--- src/uic_pkg.sv ---
// Constants shared by the USB device control register block
package uic_pkg;
	// ****************************************
	// Bus and widths
	// ****************************************
	localparam int DATA_W = 32;
	localparam int REG_W = 16;
	localparam int NUM_EP = 6;
	localparam int SETUP_N = 8;
	localparam int CNT_W = 8;
	// ****************************************
	// Register indexes, byte address is four times the index
	// ****************************************
	localparam logic [29:0] IDX_FLAGS = 30'h1ff85e8;
	localparam logic [29:0] IDX_IRQ_CLR = 30'h1ff85ea;
	localparam logic [29:0] IDX_SOFT_RST = 30'h1ff85ec;
	localparam logic [29:0] IDX_STALL = 30'h1ff85ee;
	localparam logic [29:0] IDX_SETUP_12 = 30'h1ff85f0;
	localparam logic [29:0] IDX_SETUP_34 = 30'h1ff85f2;
	localparam logic [29:0] IDX_SETUP_56 = 30'h1ff85f4;
	localparam logic [29:0] IDX_SETUP_78 = 30'h1ff85f6;
	localparam logic [29:0] IDX_IRQ_MASK = 30'h1ff85f8;
	// ****************************************
	// Interrupt-clear, buffer-handoff and soft reset fields
	// ****************************************
	localparam int CLR_EP4 = 14;
	localparam int CLR_EP2 = 13;
	localparam int CLR_BUS_RST = 12;
	localparam int EP5_EMPTY = 11;
	localparam int EP5_FULL = 10;
	localparam int EP0_EMPTY = 9;
	localparam int EP0_FULL = 8;
	localparam int CLR_SUSP = 7;
	localparam int RESUME = 6;
	localparam int SRST_BIT = 0;
	// ****************************************
	// Interrupt flag fields
	// ****************************************
	localparam int FLG_SUSP_ST = 13;
	localparam logic [15:0] STICKY_MASK = 16'hc1bf;
	// ****************************************
	// Reset values
	// ****************************************
	localparam logic [15:0] STALL_RST = 16'h0001;
	localparam logic [15:0] MASK_RST = 16'h0000;
	localparam int SRST_HOLD_DEF = 4;
endpackage : uic_pkg

--- src/uic_regs.sv ---
// USB device interrupt-clear, soft reset, stall and setup capture registers
// Behaviour
// - Writing one to bits 14, 13, 12 clears endpoint 4, endpoint 2, bus reset flags
// - Writing one to bit 11 marks the endpoint 5 buffer empty
// - Writing one to bit 10 marks the endpoint 5 buffer full for sending
// - Writing one to bit 9 marks the endpoint 0 buffer empty
// - Writing one to bit 8 marks the endpoint 0 buffer full for sending
// - Writing one to bit 7 clears the suspend interrupt flag
// - Writing one to bit 6 signals remote wake-up toward the host
// - Bits 5 to 0 clear endpoint 5 and endpoint 0 write, read, setup flags
// - Bit 0 of soft reset register resets the interface; bits 15 to 1 ignored
// - Stall bits 5 to 0 stall endpoints 5 to 0; bits 15 to 6 unused
// - Setup bytes read as four words, lower byte first, ascending
// - Suspend status drops on host wake-up or on remote wake-up write
// - Bus reset on the link raises a sticky flag until cleared
// - Self-handled standard requests store no setup bytes, raise no setup flag
`timescale 1ns/1ps
module uic_regs #(
	parameter int SRST_HOLD = uic_pkg::SRST_HOLD_DEF
) (
	input wire logic CORE_CLK,
	input wire logic RST,
	input wire logic WB_CYC_I,
	input wire logic WB_STB_I,
	input wire logic WB_WE_I,
	input wire logic [31:0] WB_ADR_I,
	input wire logic [3:0] WB_SEL_I,
	input wire logic [uic_pkg::DATA_W-1:0] WB_DAT_I,
	output logic [uic_pkg::DATA_W-1:0] WB_DAT_O,
	output logic WB_ACK_O,
	input wire logic EVT_EP4_ODD,
	input wire logic EVT_EP2_ODD,
	input wire logic EVT_BUS_RESET,
	input wire logic EVT_SUSPEND,
	input wire logic EVT_EP5_WRITE,
	input wire logic EVT_EP5_READ,
	input wire logic EVT_EP5_SETUP,
	input wire logic EVT_EP0_WRITE,
	input wire logic EVT_EP0_READ,
	input wire logic HOST_WAKEUP,
	input wire logic [3:0] ACK_STATUS,
	input wire logic DMA_DONE,
	input wire logic [7:0] SETUP_BYTE,
	input wire logic [2:0] SETUP_IDX,
	input wire logic SETUP_VALID,
	input wire logic SETUP_DONE,
	input wire logic SETUP_SELF_HANDLED,
	output logic [uic_pkg::NUM_EP-1:0] STALL_EP,
	output logic EP0_BUF_FULL,
	output logic EP5_BUF_FULL,
	output logic RESUME_PULSE,
	output logic SOFT_RESET,
	output logic IRQ
);
	import uic_pkg::*;

	// ****************************************
	// Parameter check
	// ****************************************
	generate
		if (SRST_HOLD < 1 || SRST_HOLD > 255) begin : g_bad
			$error("SRST_HOLD out of range");
		end
	endgenerate

	// ****************************************
	// Wishbone decode
	// ****************************************
	logic ack_q;
	logic [DATA_W-1:0] dat_q;
	logic [DATA_W-1:0] dat_d;
	wire [29:0] widx = WB_ADR_I[31:2];
	wire req = WB_CYC_I & WB_STB_I & ~ack_q;
	wire wr_go = req & WB_WE_I;
	wire rd_go = req & ~WB_WE_I;
	wire [REG_W-1:0] lane_m = {{8{WB_SEL_I[1]}}, {8{WB_SEL_I[0]}}};
	wire [REG_W-1:0] wd = WB_DAT_I[REG_W-1:0] & lane_m;
	wire hit_flags = widx == IDX_FLAGS;
	wire hit_clr = widx == IDX_IRQ_CLR;
	wire hit_srst = widx == IDX_SOFT_RST;
	wire hit_stall = widx == IDX_STALL;
	wire hit_s12 = widx == IDX_SETUP_12;
	wire hit_s34 = widx == IDX_SETUP_34;
	wire hit_s56 = widx == IDX_SETUP_56;
	wire hit_s78 = widx == IDX_SETUP_78;
	wire hit_mask = widx == IDX_IRQ_MASK;
	wire clr_wr = wr_go & hit_clr;
	wire srst_wr = wr_go & hit_srst & wd[SRST_BIT];
	wire stall_wr = wr_go & hit_stall;
	wire mask_wr = wr_go & hit_mask;

	// ****************************************
	// Interrupt-clear and handoff pulses
	// ****************************************
	logic srst_q;
	logic [REG_W-1:0] flags_q;
	logic [REG_W-1:0] flags_d;
	logic [REG_W-1:0] mask_q;
	wire [REG_W-1:0] cw = clr_wr ? wd : 16'h0000;
	wire resume_wr = cw[RESUME];
	// Bit 15 of the written word is never looked at
	wire [REG_W-1:0] clr_vec = {cw[CLR_EP4], cw[CLR_EP2], 5'h00, cw[CLR_BUS_RST], cw[CLR_SUSP], 1'b0,
		cw[5:0]};
	wire setup_ev = SETUP_DONE & ~SETUP_SELF_HANDLED;
	wire [REG_W-1:0] set_vec = {EVT_EP4_ODD, EVT_EP2_ODD, 5'h00, EVT_BUS_RESET, EVT_SUSPEND, 1'b0,
		EVT_EP5_WRITE, EVT_EP5_READ, EVT_EP5_SETUP, EVT_EP0_WRITE, EVT_EP0_READ, setup_ev};
	wire susp_d = ~srst_q & (EVT_SUSPEND | (flags_q[FLG_SUSP_ST] & ~HOST_WAKEUP & ~resume_wr));
	wire [REG_W-1:0] lvl_vec = {2'b00, susp_d, ACK_STATUS, 2'b00, DMA_DONE, 6'h00};

	// ****************************************
	// Interrupt flags, set wins over clear
	// ****************************************
	genvar gi;
	generate
		for (gi = 0; gi < REG_W; gi++) begin : g_flag
			if (STICKY_MASK[gi]) begin : g_st
				assign flags_d[gi] = ~srst_q & (set_vec[gi] | (flags_q[gi] & ~clr_vec[gi]));
			end else begin : g_lv
				assign flags_d[gi] = lvl_vec[gi];
			end
		end
	endgenerate

	always_ff @(posedge CORE_CLK or posedge RST) begin
		if (RST) begin
			flags_q <= 16'h0000;
		end else begin
			flags_q <= flags_d;
		end
	end

	always_ff @(posedge CORE_CLK or posedge RST) begin
		if (RST) begin
			mask_q <= MASK_RST;
		end else if (mask_wr) begin
			mask_q <= (mask_q & ~lane_m) | wd;
		end
	end

	wire irq_d = |(flags_d & mask_q);

	always_ff @(posedge CORE_CLK or posedge RST) begin
		if (RST) begin
			IRQ <= 1'b0;
		end else begin
			IRQ <= irq_d;
		end
	end

	// ****************************************
	// Buffer handoff and remote wake-up
	// ****************************************
	wire ep0_full_d = ~srst_q & (cw[EP0_FULL] | (EP0_BUF_FULL & ~cw[EP0_EMPTY]));
	wire ep5_full_d = ~srst_q & (cw[EP5_FULL] | (EP5_BUF_FULL & ~cw[EP5_EMPTY]));

	always_ff @(posedge CORE_CLK or posedge RST) begin
		if (RST) begin
			EP0_BUF_FULL <= 1'b0;
			EP5_BUF_FULL <= 1'b0;
			RESUME_PULSE <= 1'b0;
		end else begin
			EP0_BUF_FULL <= ep0_full_d;
			EP5_BUF_FULL <= ep5_full_d;
			RESUME_PULSE <= resume_wr;
		end
	end

	// ****************************************
	// Software reset with self clear
	// ****************************************
	logic [CNT_W-1:0] srst_cnt_q;
	wire srst_done = srst_cnt_q == CNT_W'(SRST_HOLD - 1);

	always_ff @(posedge CORE_CLK or posedge RST) begin
		if (RST) begin
			srst_q <= 1'b1;
			srst_cnt_q <= '0;
		end else if (srst_wr) begin
			srst_q <= 1'b1;
			srst_cnt_q <= '0;
		end else if (srst_q) begin
			srst_q <= ~srst_done;
			srst_cnt_q <= srst_cnt_q + CNT_W'(1);
		end
	end

	assign SOFT_RESET = srst_q;

	// ****************************************
	// Endpoint stall flags
	// ****************************************
	always_ff @(posedge CORE_CLK or posedge RST) begin
		if (RST) begin
			STALL_EP <= STALL_RST[NUM_EP-1:0];
		end else if (stall_wr) begin
			STALL_EP <= (STALL_EP & ~lane_m[NUM_EP-1:0]) | wd[NUM_EP-1:0];
		end
	end

	// ****************************************
	// Setup packet capture
	// ****************************************
	logic [7:0] setup_sh_q [SETUP_N];
	logic [7:0] setup_q [SETUP_N];
	generate
		for (gi = 0; gi < SETUP_N; gi++) begin : g_setup
			always_ff @(posedge CORE_CLK or posedge RST) begin
				if (RST) begin
					setup_sh_q[gi] <= 8'h00;
					setup_q[gi] <= 8'h00;
				end else begin
					if (SETUP_VALID && SETUP_IDX == 3'(gi)) begin
						setup_sh_q[gi] <= SETUP_BYTE;
					end
					if (srst_q) begin
						setup_q[gi] <= 8'h00;
					end else if (setup_ev) begin
						setup_q[gi] <= setup_sh_q[gi];
					end
				end
			end
		end
	endgenerate

	// ****************************************
	// Read mux and bus answer
	// ****************************************
	wire [REG_W-1:0] rd_s12 = {setup_q[1], setup_q[0]};
	wire [REG_W-1:0] rd_s34 = {setup_q[3], setup_q[2]};
	wire [REG_W-1:0] rd_s56 = {setup_q[5], setup_q[4]};
	wire [REG_W-1:0] rd_s78 = {setup_q[7], setup_q[6]};
	wire [REG_W-1:0] rd_stall = {10'h000, STALL_EP};
	wire [REG_W-1:0] rd_mux = hit_flags ? flags_q :
		hit_stall ? rd_stall :
		hit_s12 ? rd_s12 :
		hit_s34 ? rd_s34 :
		hit_s56 ? rd_s56 :
		hit_s78 ? rd_s78 :
		hit_mask ? mask_q : 16'h0000;
	assign dat_d = rd_go ? {16'h0000, rd_mux} : 32'h0000_0000;

	always_ff @(posedge CORE_CLK or posedge RST) begin
		if (RST) begin
			ack_q <= 1'b0;
			dat_q <= '0;
		end else begin
			ack_q <= req;
			dat_q <= dat_d;
		end
	end

	assign WB_ACK_O = ack_q;
	assign WB_DAT_O = dat_q;

	// ****************************************
	// Further checks
	// ****************************************
	// Length of the soft reset pulse since its last start
	logic [CNT_W:0] srst_len_q;

	always_ff @(posedge CORE_CLK or posedge RST) begin
		if (RST) begin
			srst_len_q <= '0;
		end else if (srst_wr) begin
			srst_len_q <= '0;
		end else if (srst_q) begin
			srst_len_q <= srst_len_q + (CNT_W + 1)'(1);
		end
	end
endmodule : uic_regs

--- config.mk ---
export PLATFORM = sky130hd
export DESIGN_NAME = uic_regs
export DESIGN_NICKNAME = d
export VERILOG_FILES = /design/src/uic_pkg.sv /design/src/uic_regs.sv
export SDC_FILE = /design/constraint.sdc
export NUM_CORES = 1
export LEC_CHECK = 0
export BUFFER_PORTS_ARGS = -buffer_cell sky130_fd_sc_hd__buf_2
export CORE_AREA = 3 3 141 143
export DETAILED_ROUTE_END_ITERATION = 7
export DIE_AREA = 0 0 144 146
export HOLD_SLACK_MARGIN = 0.03
export MAX_ROUTING_LAYER = met4
export PLACE_DENSITY_LB_ADDON = 0.1
export SLEW_MARGIN = 20
export SYNTH_ARGS = -nofsm -noshare
export SYNTH_HDL_FRONTEND = slang
export SYNTH_SLANG_ARGS = --single-unit
--- constraint.sdc ---
create_clock -name CORE_CLK -period 19.8 [get_ports CORE_CLK]
set_input_delay 3.96 -clock CORE_CLK [delete_from_list [all_inputs] [get_ports CORE_CLK]]
set_output_delay 3.96 -clock CORE_CLK [all_outputs]
set_load 0.03 [all_outputs]
==> results.sh, run 1 <==
export IMPL_synthTopCellsByCount="dfrtp_1, a22o_1, nand2_1, mux2_1, mux2_2"
export IMPL_synth_area_leaders="dfrtp_1, a22o_1, mux2_1, mux2_2, nand2_1"
export IMPL_design_core_area_um2=18710
export IMPL_yosys_cell_types_count=60
export IMPL_antenna_found_initial=0
export IMPL_ys_async_sr_fraction=1.000
export IMPL_syn_area_um2=8731
export IMPL_reg2reg_slack_ns=17.52
export IMPL_io_buffers=109
export IMPL_drc=0
export IMPL_cpPeakStageDelay_ns=0.85
export IMPL_critPathSlowestCell="nor2b_1"
export IMPL_syn_to_final_growth_pct=14.79
export IMPL_finalHoldViolCount=0
export IMPL_crit_required_ns=20.08
export IMPL_wl_per_cell_um=21.43
export IMPL_power_leakage_nw=4.545
export IMPL_clockBufferDepth=2
export IMPL_worst_pin_slew_ns=1.017
export IMPL_nFillCells=1605
export IMPL_overflow=0
export IMPL_htree_levels=4
export IMPL_ys_seq_area_frac=0.5621
export IMPL_ys_warn_count=0
export IMPL_fp_dieW_um=144
export IMPL_grt_setup_unrepaired="no"
export IMPL_yosysTopAreaCell="dfrtp_1"
export IMPL_synthCells=708
export IMPL_fin_skew_ns=0.01163
export IMPL_dp_hpwl_um=15930
export IMPL_grt_pass1_wl_um=35090
export IMPL_gp_congestion=0.9071
export IMPL_wirelength_um=22500
export IMPL_setup_viol=0
export IMPL_yosysMostFrequentCell="dfrtp_1"
export IMPL_crit_chain="buf_2 -> nor2b_1 -> and4_1 -> and3_1 -> a221oi_1 -> o41ai_1"
export IMPL_crit_path_end_kind="flop"
export IMPL_clock_root_buffer="clkbuf_16"
export IMPL_synth_edff_count=0
export IMPL_clock_latency_ns=0.44
export IMPL_dr_pass1_iters=5
export IMPL_fin_setup_tns_ns=0
export IMPL_dieArea_um2=21020
export IMPL_utilization=0.5358
export IMPL_num_vias=6099
export IMPL_relSlewSlack=0.3207
export IMPL_drive_gt1_frac=0.2659
export IMPL_routed_via_density=5.809
export IMPL_cts_resized=0
export IMPL_ios=146
export IMPL_peakVddDrop_mv=0.05964
export IMPL_slew_violations=0
export IMPL_clk_pin_slew_ns=0.07
export IMPL_clock_sinks=196
export IMPL_grt_use_total=0.2221
export IMPL_ctsHoldBuffers=0
export IMPL_diodes=0
export IMPL_start_kind="input pin"
export IMPL_die_h_um=146
export IMPL_grt_max_degree=114
export IMPL_finalCritPeriodShare=0.3225
export IMPL_critPathMaxFanout=16
export IMPL_cts_setup_buffers=0
export IMPL_powerDensity_nw_per_um2=94.64
export IMPL_tritoncts="yes"
export IMPL_rows=50
export IMPL_start_util=0.4668
export IMPL_cts_made_buffers=17
export IMPL_ant_nets=0
export IMPL_period_minus_slack_ns=6.385
export IMPL_max_freq_ghz=0.1566
export IMPL_outcome="completed"
export IMPL_drt_iter0_markers=465
export IMPL_synth_seq_cells=196
export IMPL_grt_pass1_vias=6058
export IMPL_nNetsFinal=906
export IMPL_critPathKind="in -> reg"
export IMPL_post_synth_top_area_fraction=0.5560
export IMPL_maxCapViolCount=0
export IMPL_critPathArrivalTime_ns=6.67
export IMPL_min_path_type="reg -> reg"
export IMPL_syn_avg_cell_area_um2=12.33
export IMPL_synth_ff_type="dfrtp_1"
## logic make-up after synthesis
logic type	share of synthesized area
buf+inv	0.03396
mux	0.1202
simple gates	0.1228
xor+xnor	0.007022
fa+ha+maj	0.001433
compound gates	0.1521
other cells	0.0004295
flops	0.5621
## critical path: cells and delay by family
family                 cells  cell delay (ns)
AOI/OAI and AO/OA          2             0.72
buffers and inverters      1             0.26
and+or+nand+nor            3             1.72
## power breakdown
group,total (mW),switching [mW],internal (mW)
Sequential,0.497,0.0386,0.458
Combinational,0.0996,0.0475,0.0521
Clock,0.352,0.164,0.189
Total,0.949,0.250,0.699
## worst paths after layout
check	depth (start not counted)	startpoint	to
min in group asynchronous	2	RST	rd_s56[3]$_DFFE_PP0P_
max reg2reg	6	WB_ACK_O$_DFF_PP0_	IRQ$_DFF_PP0_
max	6	WB_ADR_I[4]	WB_DAT_O[4]$_DFF_PP0_
min reg2reg	2	flags_q[10]$_DFF_PP0_	WB_DAT_O[10]$_DFF_PP0_
min	2	flags_q[10]$_DFF_PP0_	WB_DAT_O[10]$_DFF_PP0_
max in group asynchronous	3	RST	rd_s78[0]$_DFFE_PP0P_
## cell usage in the layout (no fill, tap or decap), drive strengths merged, types with 8 or more instances in the layout
master	count
a211oi	8
a21oi	25
a221oi	15
a22o	65
buf	113
clkbuf	20
conb	16
dfrtp	194
inv	13
mux2	87
nand2	56
nand4	10
nor2	32
nor2b	11
o21ai	32
o2bb2ai	10
or2	10
## layout make-up
type                            instances  area [um2]  share of cell area
Inverter                                7       33.78            0.003371
Sequential cell                       196        4907              0.4896
Timing Repair Buffer                  113       579.3             0.05780
Tap cell                              234       292.8             0.02921
Clock inverter                         12       135.1             0.01348
Multi-Input combinational cell        468        3607              0.3599
Clock buffer                           20       466.7             0.04657
## layer usage
layer | global-route usage | part of all wire | vias up | wire length, um
met1 | 0.3233 | 0.48 | 3095 | 10820
met2 | 0.3257 | 0.46 | 181 | 10400
li1 | - | - | 2804 | -
met5 | - | 0 | - | 0
met3 | 0.03911 | 0.046 | 19 | 1041
met4 | 0.05320 | 0.010 | 0 | 235
## per-stage QoR
stage	hold slack (ns)	area, um2	cells	power [mW]	worst slack, ns
floorplan	0.4313	8787	723	0.5637	10.50
global placement	0.4570	9408	1018	0.5971	13.06
detailed placement	0.4722	9408	1018	0.6036	13.06
CTS	0.4874	10010	1050	0.9532	13.50
global route	0.5031	10020	1050	0.9865	13.23
finish	0.4795	10020	1050	0.9485	13.42
Power figures use the tool's default switching activity.
==> run 2, diff against run 1 <==
==> constraint.sdc (replaced) <==
create_clock -name CORE_CLK -period 6.1 [get_ports CORE_CLK]
set_input_delay 1.22 -clock CORE_CLK [delete_from_list [all_inputs] [get_ports CORE_CLK]]
set_output_delay 1.22 -clock CORE_CLK [all_outputs]
set_load 0.03 [all_outputs]
==> run 2 against run 1 <==
- hold slack better by 0.0035 ns
- setup slack worse by 11 ns
- clock skew grew 0.0033 ns
- power rose to 3.2 times the previous value
- via count increased by 0.41%
- clock power rose to 3.2 times the previous value
- combinational power rose to 3.2 times the previous value
- first-iteration DRC count is 6.9% lower
- final area hardly changed
- utilization rose by 0.054 points
- non-clock buffer count up 2
- wire length fell by 1.3%
==> results.sh, run 2 (synthesis gave the netlist of run 1 again) <==
export IMPL_design_core_area_um2=18710
export IMPL_numPlacedInstances=1020
export IMPL_critPathKind="in -> reg"
export IMPL_worst_path_stages=6
export IMPL_period_minus_slack_ns=3.526
export IMPL_grt_setup_unrepaired="no"
export IMPL_dr_pass1_iters=5
export IMPL_diodes=0
export IMPL_antenna_found_initial=0
export IMPL_mostFrequentLayoutCells="dfrtp_1, buf_2, a22o_1, nand2_1, mux2_1"
export IMPL_grt_use_total=0.2192
export IMPL_powerDensity_nw_per_um2=304.7
export IMPL_crit_chain="buf_2 -> nor2b_1 -> and4_1 -> and3_1 -> a221oi_1 -> o41ai_1"
export IMPL_power_frac_seq=0.528
export IMPL_wirelength_um=22210
export IMPL_finalNonFillerCells=1052
export IMPL_grt_pass1_wl_um=34670
export IMPL_peakVddDrop_mv=0.1909
export IMPL_tritoncts="yes"
export IMPL_path_buf_inv=1
export IMPL_clockPowerShare=0.367
export IMPL_maxCapViolCount=0
export IMPL_fin_setup_tns_ns=0
export IMPL_crit_required_ns=6.41
export IMPL_r2r_cells=6
export IMPL_utilization=0.5363
export IMPL_clock_sinks=196
export IMPL_routed_via_density=5.821
export IMPL_nNetsFinal=908
export IMPL_comb_power_share=0.106
export IMPL_slew_violations=0
export IMPL_fp_dieW_um=144
export IMPL_ios=146
export IMPL_nFillCells=1627
export IMPL_outcome="completed"
export IMPL_dp_hpwl_um=16060
export IMPL_clock_root_buffer="clkbuf_16"
export IMPL_cp_top_family="simple AND/OR/NAND/NOR gates"
export IMPL_finalCritPeriodShare=0.5780
export IMPL_ctsHoldBuffers=0
export IMPL_htree_levels=4
export IMPL_io_buffers=109
export IMPL_die_h_um=146
export IMPL_num_vias=6124
export IMPL_min_path_type="reg -> reg"
export IMPL_cts_resized=0
export IMPL_cpPeakStageDelay_ns=0.86
export IMPL_start_kind="input pin"
export IMPL_intPower_mw=2.242
export IMPL_clock_latency_ns=0.44
export IMPL_setup_viol=0
export IMPL_power_leakage_nw=4.550
export IMPL_grt_pass1_vias=6066
export IMPL_worst_pin_slew_ns=1.028
export IMPL_relSlewSlack=0.3132
export IMPL_syn_to_final_growth_pct=14.90
export IMPL_clockBufferDepth=2
export IMPL_ant_nets=0
export IMPL_drc=0
export IMPL_rows=50
export IMPL_clk_pin_slew_ns=0.07
export IMPL_gp_congestion=0.9094
export IMPL_layout_commonest_cell="dfrtp_1"
export IMPL_hold_depth=1
export IMPL_cts_setup_buffers=0
export IMPL_critPathMaxFanout=16
export IMPL_critPathSlowestCell="nor2b_1"
export IMPL_p_total_mw=3.057
export IMPL_overflow=0
export IMPL_cts_made_buffers=17
export IMPL_dieArea_um2=21020
export IMPL_critPathArrivalTime_ns=3.83
export IMPL_start_util=0.4668
export IMPL_p_sw_frac=0.2666
export IMPL_power_net_switching_mw=0.8152
export IMPL_finalHoldViolCount=0
export IMPL_wl_per_cell_um=21.11
export IMPL_grt_max_degree=126
export IMPL_crit_path_end_kind="flop"
export IMPL_max_freq_ghz=0.2836
export IMPL_fin_skew_ns=0.01490
export IMPL_drt_iter0_markers=433
export IMPL_drive_gt1_frac=0.2665
==> run 2: worst paths after layout <==
kind	to	from	slack [ns]
min	rd_s78[7]$_DFFE_PP0P_	setup_sh_q[15]$_DFFE_PP0P_	0.48
max reg2reg	IRQ$_DFF_PP0_	WB_ACK_O$_DFF_PP0_	3.84
max in group asynchronous	setup_sh_q[38]$_DFFE_PP0P_	RST	4.10
max	WB_DAT_O[1]$_DFF_PP0_	WB_ADR_I[4]	2.57
min in group asynchronous	setup_sh_q[26]$_DFFE_PP0P_	RST	0.92
min reg2reg	rd_s78[7]$_DFFE_PP0P_	setup_sh_q[15]$_DFFE_PP0P_	0.48
==> run 2: final cells by class <==
cell class	count	area [um2]	area share
Clock buffer	18	429.2	0.04278
Clock inverter	14	162.7	0.01621
Inverter	7	30.03	0.002993
Multi-Input combinational cell	468	3607	0.3596
Sequential cell	196	4907	0.4892
Tap cell	234	292.8	0.02918
Timing Repair Buffer	115	603.1	0.06011
==> run 2: power by group through the flow <==
stage	combinational, mW	sequential (mW)	clock [mW]
after floorplan	0.250	1.58	0
after global placement	0.313	1.63	0
after detailed placement	0.326	1.64	0
after CTS	0.327	1.61	1.13
after global routing	0.357	1.63	1.19
final	0.323	1.61	1.12
==> run 2: worst reg2reg max path: stages (launching register included) <==
cell	delay, ns
dfrtp_1	0.37
and3b_1	0.32
nand3_1	0.23
nor4_4	0.76
a211oi_1	0.19
o21bai_1	0.18
nand4b_1	0.10
==> run 2: stage by stage <==
stage          setup slack (ns)  cell area (um2)  hold WS [ns]
6_report                  2.574            10030        0.4830
5_1_grt                   2.423            10030        0.4993
4_1_cts                   2.635            10020        0.4889
3_5_place_dp              2.160             9432        0.4685
3_3_place_gp              2.253             9432        0.4673
2_1_floorplan             2.349             8791        0.4313
==> run 2: metal layers <==
layer	up-vias	global-route usage	wire, um
li1	2806	-	-
met1	3123	0.3209	10720
met2	188	0.3233	10220
met3	7	0.04174	1132
met4	0	0.04002	129
met5	-	-	0
